## src/vco_cfg_pkg.sv

```systemverilog
// package for the oscillator subsystem configuration bank
// assumes one clock domain and a single indirect write strobe from the pll side
package vco_cfg_pkg;
  localparam int unsigned DATA_W = 9;
  localparam int unsigned ADDR_W = 4;
  localparam int unsigned ID_W = 3;
  localparam int unsigned WORD_W = 17;
  // indirect word layout
  localparam int unsigned ID_LSB = 0;
  localparam int unsigned ADDR_LSB = 3;
  localparam int unsigned DATA_LSB = 7;
  localparam logic [2:0] SUBSYS_ID = 3'h0;
  // register indices
  localparam logic [3:0] REG_TUNING = 4'h0;
  localparam logic [3:0] REG_ENABLES = 4'h1;
  localparam logic [3:0] REG_DIV_GAIN = 4'h2;
  localparam logic [3:0] REG_CONFIG = 4'h3;
  localparam logic [3:0] REG_BIAS = 4'h4;
  localparam logic [3:0] REG_COARSE = 4'h5;
  localparam logic [3:0] REG_MSB = 4'h6;
  localparam int unsigned NUM_REGS = 7;
  // reset values
  localparam logic [8:0] RST_TUNING = 9'h020;
  localparam logic [8:0] RST_ENABLES = 9'h01F;
  localparam logic [8:0] RST_DIV_GAIN = 9'h0C1;
  localparam logic [8:0] RST_CONFIG = 9'h051;
  localparam logic [8:0] RST_BIAS = 9'h0C9;
  localparam logic [8:0] RST_COARSE = 9'h0AA;
  localparam logic [8:0] RST_MSB = 9'h0FF;
  // field positions
  localparam int unsigned DIV_LSB = 0;
  localparam int unsigned DIV_W = 6;
  localparam int unsigned BUF_GAIN_LSB = 6;
  localparam int unsigned STAGE_GAIN_BIT = 8;
  localparam int unsigned FUND_BIT = 0;
  localparam int unsigned MANUAL_BIT = 2;
  localparam int unsigned BIAS_LSB = 3;
  localparam int unsigned MASTER_BIT = 0;
  localparam int unsigned PLLBUF_BIT = 1;
  localparam int unsigned RFBUF_BIT = 2;
  localparam int unsigned DIV1_BIT = 3;
  localparam int unsigned RFDIV_BIT = 4;
  localparam int unsigned CAL_BIT = 0;
  localparam int unsigned CAPS_LSB = 1;
  localparam int unsigned MSB_FIELD_W = 8;
  localparam logic [5:0] DIV_MAX = 6'h3E;
  localparam logic [5:0] DIV_MUTE = 6'h00;
  localparam logic [5:0] DIV_ONE = 6'h01;

  typedef struct packed {
    logic valid;
    logic [WORD_W-1:0] word;
  } indirect_write_t;

  typedef struct packed {
    logic oscEnable;
    logic pllBufEnable;
    logic rfBufEnable;
    logic div1Enable;
    logic rfDivEnable;
    logic [5:0] divideRatio;
    logic [1:0] bufferGain;
    logic stageGainMax;
    logic fundamentalMode;
    logic [1:0] rfBufferBias;
    logic calMode;
    logic [7:0] subBand;
    logic [8:0] biasTrim;
    logic [8:0] coarseTrim;
    logic [7:0] upperTrim;
  } vco_control_t;
endpackage

```

## src/vco_reg_store.sv

```systemverilog
// small register store for the oscillator subsystem words
// assumes writes arrive already decoded, one per cycle
`timescale 1ns/1ps
module vco_reg_store (
  input wire logic clk,
  input wire logic reset_n,
  input wire logic writeEnable,
  input wire logic [vco_cfg_pkg::ADDR_W-1:0] writeAddr,
  input wire logic [vco_cfg_pkg::DATA_W-1:0] writeData,
  output logic [vco_cfg_pkg::NUM_REGS*vco_cfg_pkg::DATA_W-1:0] regWords
);
  import vco_cfg_pkg::*;

  // reset image, word 0 in the low bits
  localparam logic [NUM_REGS*DATA_W-1:0] RESET_WORDS = {RST_MSB, RST_COARSE, RST_BIAS, RST_CONFIG, RST_DIV_GAIN,
    RST_ENABLES, RST_TUNING};

  ////////////////////////////////////////////////////////////
  // only addressed word updates
  // one process owns the whole image so every bit has a single driver
  always_ff @(posedge clk or negedge reset_n) begin
    if (!reset_n) begin
      regWords <= RESET_WORDS;
    end else if (writeEnable) begin
      for (int i = 0; i < NUM_REGS; i++) begin
        if (writeAddr == ADDR_W'(i)) begin
          regWords[i*DATA_W +: DATA_W] <= writeData;
        end
      end
    end
  end
endmodule

```

## src/vco_subsystem_config_regs.sv

```systemverilog
// oscillator subsystem configuration bank with output-stage control decode
// assumes the pll-side serial port hands over a completed indirect word as a one-cycle strobe on clk
`timescale 1ns/1ps
module vco_subsystem_config_regs (
  input wire logic clk,
  input wire logic reset_n,
  input vco_cfg_pkg::indirect_write_t indirectWrite,
  output vco_cfg_pkg::vco_control_t control
);
  import vco_cfg_pkg::*;

  logic [NUM_REGS*DATA_W-1:0] regWords;
  logic storeWrite;
  logic [ADDR_W-1:0] storeAddr;
  logic [DATA_W-1:0] storeData;
  // raw words of the store
  logic [DATA_W-1:0] tuningWord;
  logic [DATA_W-1:0] enablesWord;
  logic [DATA_W-1:0] divGainWord;
  logic [DATA_W-1:0] cfgWord;
  logic [DATA_W-1:0] biasWord;
  logic [DATA_W-1:0] coarseWord;
  logic [DATA_W-1:0] msbWord;
  // decoded mode and ratio
  logic master;
  logic manual;
  logic [DIV_W-1:0] ratio;
  logic next_oscEnable;
  logic next_pllBufEnable;
  logic next_rfBufEnable;
  logic next_div1Enable;
  logic next_rfDivEnable;
  // output flops, one group per concern
  logic oscEnable;
  logic pllBufEnable;
  logic rfBufEnable;
  logic div1Enable;
  logic rfDivEnable;
  logic [DIV_W-1:0] divideRatio;
  logic [1:0] bufferGain;
  logic stageGainMax;
  logic fundamentalMode;
  logic [1:0] rfBufferBias;
  logic calMode;
  logic [7:0] subBand;
  logic [DATA_W-1:0] biasTrim;
  logic [DATA_W-1:0] coarseTrim;
  logic [MSB_FIELD_W-1:0] upperTrim;

  function automatic logic [DATA_W-1:0] regAt(input logic [NUM_REGS*DATA_W-1:0] words, input int unsigned idx);
    regAt = words[idx*DATA_W +: DATA_W];
  endfunction

  function automatic logic [5:0] effectiveRatio(input logic [5:0] raw);
    logic [5:0] clamped;
    clamped = (raw > DIV_MAX) ? DIV_MAX : raw;
    if (clamped == DIV_MUTE || clamped == DIV_ONE) begin
      effectiveRatio = clamped;
    end else begin
      effectiveRatio = {clamped[5:1], 1'b0};
    end
  endfunction

  ////////////////////////////////////////////////////////////
  // decode indirect word
  always_comb begin
    storeWrite = indirectWrite.valid && indirectWrite.word[ID_LSB +: ID_W] == SUBSYS_ID;
    storeAddr = indirectWrite.word[ADDR_LSB +: ADDR_W];
    storeData = indirectWrite.word[DATA_LSB +: DATA_W];
  end

  vco_reg_store u_store (
    .clk(clk),
    .reset_n(reset_n),
    .writeEnable(storeWrite),
    .writeAddr(storeAddr),
    .writeData(storeData),
    .regWords(regWords)
  );

  ////////////////////////////////////////////////////////////
  // raw views of the stored words
  always_comb begin
    tuningWord = regAt(regWords, int'(REG_TUNING));
    enablesWord = regAt(regWords, int'(REG_ENABLES));
    divGainWord = regAt(regWords, int'(REG_DIV_GAIN));
    cfgWord = regAt(regWords, int'(REG_CONFIG));
    biasWord = regAt(regWords, int'(REG_BIAS));
    coarseWord = regAt(regWords, int'(REG_COARSE));
    msbWord = regAt(regWords, int'(REG_MSB));
  end

  ////////////////////////////////////////////////////////////
  always_comb begin
    master = enablesWord[MASTER_BIT];
    manual = cfgWord[MANUAL_BIT];
    ratio = effectiveRatio(divGainWord[DIV_LSB +: DIV_W]);
    // lsb dropped in manual
    // a manual divide by one therefore shows as zero
    if (manual) begin
      ratio = {ratio[DIV_W-1:1], 1'b0};
    end
  end

  ////////////////////////////////////////////////////////////
  // master off kills all
  // auto ignores local bits and decodes master and ratio, manual ands them with master
  always_comb begin
    next_oscEnable = master;
    if (manual) begin
      next_pllBufEnable = master & enablesWord[PLLBUF_BIT];
      next_rfBufEnable = master & enablesWord[RFBUF_BIT];
      next_div1Enable = master & enablesWord[DIV1_BIT];
      next_rfDivEnable = master & enablesWord[RFDIV_BIT];
    end else begin
      next_pllBufEnable = master;
      next_rfBufEnable = master && ratio != DIV_MUTE;
      next_div1Enable = master && ratio == DIV_ONE;
      next_rfDivEnable = master && ratio != DIV_MUTE && ratio != DIV_ONE;
    end
  end

  ////////////////////////////////////////////////////////////
  // stage enables, one cycle after the store
  always_ff @(posedge clk or negedge reset_n) begin
    if (!reset_n) begin
      oscEnable <= 1'b0;
      pllBufEnable <= 1'b0;
      rfBufEnable <= 1'b0;
      div1Enable <= 1'b0;
      rfDivEnable <= 1'b0;
    end else begin
      oscEnable <= next_oscEnable;
      pllBufEnable <= next_pllBufEnable;
      rfBufEnable <= next_rfBufEnable;
      div1Enable <= next_div1Enable;
      rfDivEnable <= next_rfDivEnable;
    end
  end

  // divide ratio and output gains
  always_ff @(posedge clk or negedge reset_n) begin
    if (!reset_n) begin
      divideRatio <= '0;
      bufferGain <= '0;
      stageGainMax <= 1'b0;
    end else begin
      divideRatio <= ratio;
      bufferGain <= divGainWord[BUF_GAIN_LSB +: 2];
      stageGainMax <= divGainWord[STAGE_GAIN_BIT];
    end
  end

  // band mode and buffer bias
  always_ff @(posedge clk or negedge reset_n) begin
    if (!reset_n) begin
      fundamentalMode <= 1'b0;
      rfBufferBias <= '0;
    end else begin
      fundamentalMode <= cfgWord[FUND_BIT];
      rfBufferBias <= cfgWord[BIAS_LSB +: 2];
    end
  end

  // tuning word, held for the tuning logic elsewhere
  always_ff @(posedge clk or negedge reset_n) begin
    if (!reset_n) begin
      calMode <= 1'b0;
      subBand <= '0;
    end else begin
      calMode <= tuningWord[CAL_BIT];
      subBand <= tuningWord[CAPS_LSB +: 8];
    end
  end

  // fixed trims, passed on as loaded; unsupported values are not filtered
  always_ff @(posedge clk or negedge reset_n) begin
    if (!reset_n) begin
      biasTrim <= '0;
      coarseTrim <= '0;
      upperTrim <= '0;
    end else begin
      biasTrim <= biasWord;
      coarseTrim <= coarseWord;
      upperTrim <= msbWord[MSB_FIELD_W-1:0];
    end
  end

  ////////////////////////////////////////////////////////////
  // output is pure wiring of the flops above
  always_comb begin
    control.oscEnable = oscEnable;
    control.pllBufEnable = pllBufEnable;
    control.rfBufEnable = rfBufEnable;
    control.div1Enable = div1Enable;
    control.rfDivEnable = rfDivEnable;
    control.divideRatio = divideRatio;
    control.bufferGain = bufferGain;
    control.stageGainMax = stageGainMax;
    control.fundamentalMode = fundamentalMode;
    control.rfBufferBias = rfBufferBias;
    control.calMode = calMode;
    control.subBand = subBand;
    control.biasTrim = biasTrim;
    control.coarseTrim = coarseTrim;
    control.upperTrim = upperTrim;
  end
endmodule

```

## config.mk

```make
export PLATFORM = sky130hd
export DESIGN_NAME = vco_subsystem_config_regs
export DESIGN_NICKNAME = d
export VERILOG_FILES = /design/src/vco_cfg_pkg.sv /design/src/vco_reg_store.sv /design/src/vco_subsystem_config_regs.sv
export SDC_FILE = /design/constraint.sdc
export NUM_CORES = 1
export LEC_CHECK = 0
export ABC_AREA = 1
export BUFFER_PORTS_ARGS = -buffer_cell sky130_fd_sc_hd__buf_2
export CAP_MARGIN = 10
export CORE_ASPECT_RATIO = 1.75
export CORE_MARGIN = 2
export CORE_UTILIZATION = 45
export DETAILED_ROUTE_END_ITERATION = 7
export PLACE_DENSITY = 0.63
export SLEW_MARGIN = 30
export SYNTH_ARGS = -nofsm -noshare
export SYNTH_HDL_FRONTEND = slang
export SYNTH_SLANG_ARGS = --single-unit
```

## constraint.sdc

```tcl
create_clock -name clk -period 2.32 [get_ports clk]
set_input_delay 0.348 -clock clk [delete_from_list [all_inputs] [get_ports clk]]
set_output_delay 0.348 -clock clk [all_outputs]
set_load 0.005 [all_outputs]
```

==> key figures <==
GRT
  • Initial antenna violation count: 0
  • Tot GR Track Use: 17.8%
  • Vias in the first global route: 2,419
  • First-pass GRT wire length: 12,100 um
  • Pin count of the biggest net entering global routing: 61
  • Total gr overflow: 0

Clock network
  • Setup bufs post-CTS: 0
  • Clock buffer depth: 2
  • CTS sink cnt: 105
  • PostCTS Resize Cnt: 0
  • CTS buffer count: 9
  • Cts hold-fix bufs: 0
  • Clk_lat worst skew: 0.34 ns
  • Clk pin slew, worst setup/hold paths: 0.07 ns
  • Htree depth: 3
  • TritonCTS clock tree: done
  • Clk root buf: clkbuf_16

Place
  • Dpl cell area: 4170 um^2
  • Detailed placement HPWL: 4870 um
  • PortBufs: 70
  • GP Congestion: 0.735
  • Placed Cells incl. Taps: 488

Status
  • Status: complete, no violations

Cells and area
  • Post-route cell area: 4460 um^2
  • Finished Layout Cells: 504
  • Area delta synth->final: 18.4%
  • Fraction of layout cells with a size suffix above 1: 32.0%
  • Final net count: 427
  • Ant diodes: 0

Floorplan
  • Core region area: 8200 um^2
  • I/O pins: 72
  • Die height: 125 um
  • FP Rows: 44
  • Die W: 73.1 um
  • Initial Util: 45.9%
  • Die area: 9140 um^2

Worst setup path
  • Crit path buf inv count: 1
  • Critical path class: flop to primary output
  • Startpoint types: flop
  • Reg2reg start: u_store.regWords[22]
  • Crit path from: coarseTrim[5]
  • Worst-case reg-to-reg path depth: 4
  • Critical path's top delay family: flip-flops
  • Slowest CP cell: dfrtp_1
  • Crit-path max cell delay: 0.37 ns
  • Worst Path Required: 1.97 ns
  • Slack of the worst reg-to-reg path: 1.33 ns
  • Worst setup path end: control[13]
  • WP depth: 1
  • Crit path DAT: 0.83 ns
  • RR Endpoint: rfBufEnable
  • Crit-path max FO: 1
  • Crit-path cells: buf_2
  • Crit. End Element: primary output

Routing
  • Vias: 2,494
  • # DRC: 0
  • Drt pass-1 iters: 4
  • Post-route ant nets: 0
  • DR WL/cell: 14.4 um
  • Total wire length: 7250 um
  • First DRT Iteration DRCs: 140
  • Vias per cell: 4.95

Power
  • Psw: 0.843 mW
  • Clk pwr share: 38.3%
  • Power consumption: 3.82 mW
  • Cell area power density: 857 nW/um^2
  • Logic pwr share: 7.5%
  • Peak supply drop: 0.445 mV
  • Int Pwr: 2.98 mW
  • Register share of total power: 54.2%
  • Sw Ratio: 22.1%
  • Leak Pwr: 2.50 nW

Yosys
  • Post-synthesis area per instance: 11.0 um^2
  • Most frequent cells after synthesis: 117 x nand2_1, 78 x dfrtp_1, 56 x nand3_1
  • Syn Inst Count: 342
  • Share of the yosys chip area belonging to registers: 70.7%
  • Top FF cell, synth: dfrtp_1
  • Cell Area, Synth: 3760 um^2
  • Synth async-reset ratio: 100%
  • Number of synthesized flops with an enable pin: 0
  • Yosys cell types: 18
  • Top-area cell type share of the netlist area: 51.8%
  • Yosys reg bits: 105
  • Most frequent cell after synthesis: nand2_1
  • Mapped Nets: 362
  • Yosys warnings: 0
  • Yosys top cell by area: dfrtp_1
  • Synth area leaders: dfrtp_1 52%, dfstp_2 19%, nand2_1 12%

STA
  • Final setup fails: 0
  • Slew HR: 59.9%
  • Fin. Hold Viols: 0
  • Max Freq: 846 MHz
  • Max Slew Vio Count: 0
  • Clock skew: 0.00535 ns
  • Total negative slack: 0 ns
  • Final period util: 51.0%
  • RSZ-0062 raised after global routing: no
  • Slew @ Worst Pin: 0.602 ns
  • WHS: 0.0211 ns
  • Final min period: 1.18 ns

Worst hold path
  • Hold Path Class: input pin to async pin

Flow run
  • Max cap viols: 0
## flip-flops by register name, indices dropped and copies added (netlist names), 2 cells and up
| name | cells |
|---|---|
| biasTrim | 9 |
| bufferGain | 2 |
| coarseTrim | 9 |
| divideRatio | 6 |
| rfBufferBias | 2 |
| subBand | 8 |
| u_store.regWords | 53 |
| upperTrim | 8 |
## power by group through the flow
stage	clock network, mW	registers (mW)	logic [mW]
after floorplan	0	2.09	0.134
after global placement	0	2.10	0.287
after detailed placement	0	2.10	0.296
after CTS	1.51	2.07	0.296
after global routing	1.60	2.09	0.331
final	1.46	2.07	0.288
## worst min path at each step
stage,startpoint,endpoint,slack (ns),cells past startpoint
CTS,reset_n,subBand[6],0.03,1
floorplan,reset_n,biasTrim[0],0.05,0
finish,reset_n,subBand[6],0.02,1
detailed placement,u_store.regWords[53],coarseTrim[8],0.37,0
global route,reset_n,subBand[6],0.06,1
global placement,u_store.regWords[51],coarseTrim[6],0.36,0
## per-stage QoR
step | utilization, % | setup slack (ns)
after global routing | 54.3 | 1.09
after CTS | 54.3 | 1.11
final | 54.3 | 1.14
after detailed placement | 50.8 | 0.954
after global placement | 50.8 | 0.957
after floorplan | - | 1.24
## layout by cell type (no fill, tap or decap)
master	Yosys	routed
dfrtp_1	78	78
buf_2	5	69
o21ai_0	1	1
nand2_1	117	117
inv_1	10	10
nor3_1	1	1
nor2_4	6	6
nor2_2	1	1
clkbuf_16	0	9
nand3_1	56	56
dfstp_2	27	27
clkbuf_1	5	3
clkbuf_8	0	1
clkinv_2	0	1
bufinv_16	0	1
nor2_1	13	13
nand2_2	4	4
clkinvlp_4	0	1
nand4_1	1	1
nand2_4	5	5
inv_2	3	3
buf_12	0	2
buf_4	8	2
## kinds of logic after synthesis
family / after synthesis / share of synthesized area [%]
buf+inv: 32 / 4.35
compound gates: 1 / 0.133
flops: 105 / 70.7
simple gates: 204 / 24.8
## cell type report
cell class              count  area, um^2
clock inverters             3        42.5
inverters                  13        48.8
clock buffers              13         250
multi-input cells         205         940
fillers                   712        3740
well taps                  92         115
flip-flops and latches    105        2660
repair buffers             73         400
## layer usage
layer | track usage [%] | share of wire, % | vias up
met5 | 0 | 0 | -
met4 | 7.52 | 1.5 | 0
met3 | 3.95 | 5.2 | 8
met2 | 28.4 | 53 | 74
met1 | 23.1 | 41 | 1215
li1 | - | - | 1197
No activity file was read; power rests on OpenSTA's default activity.
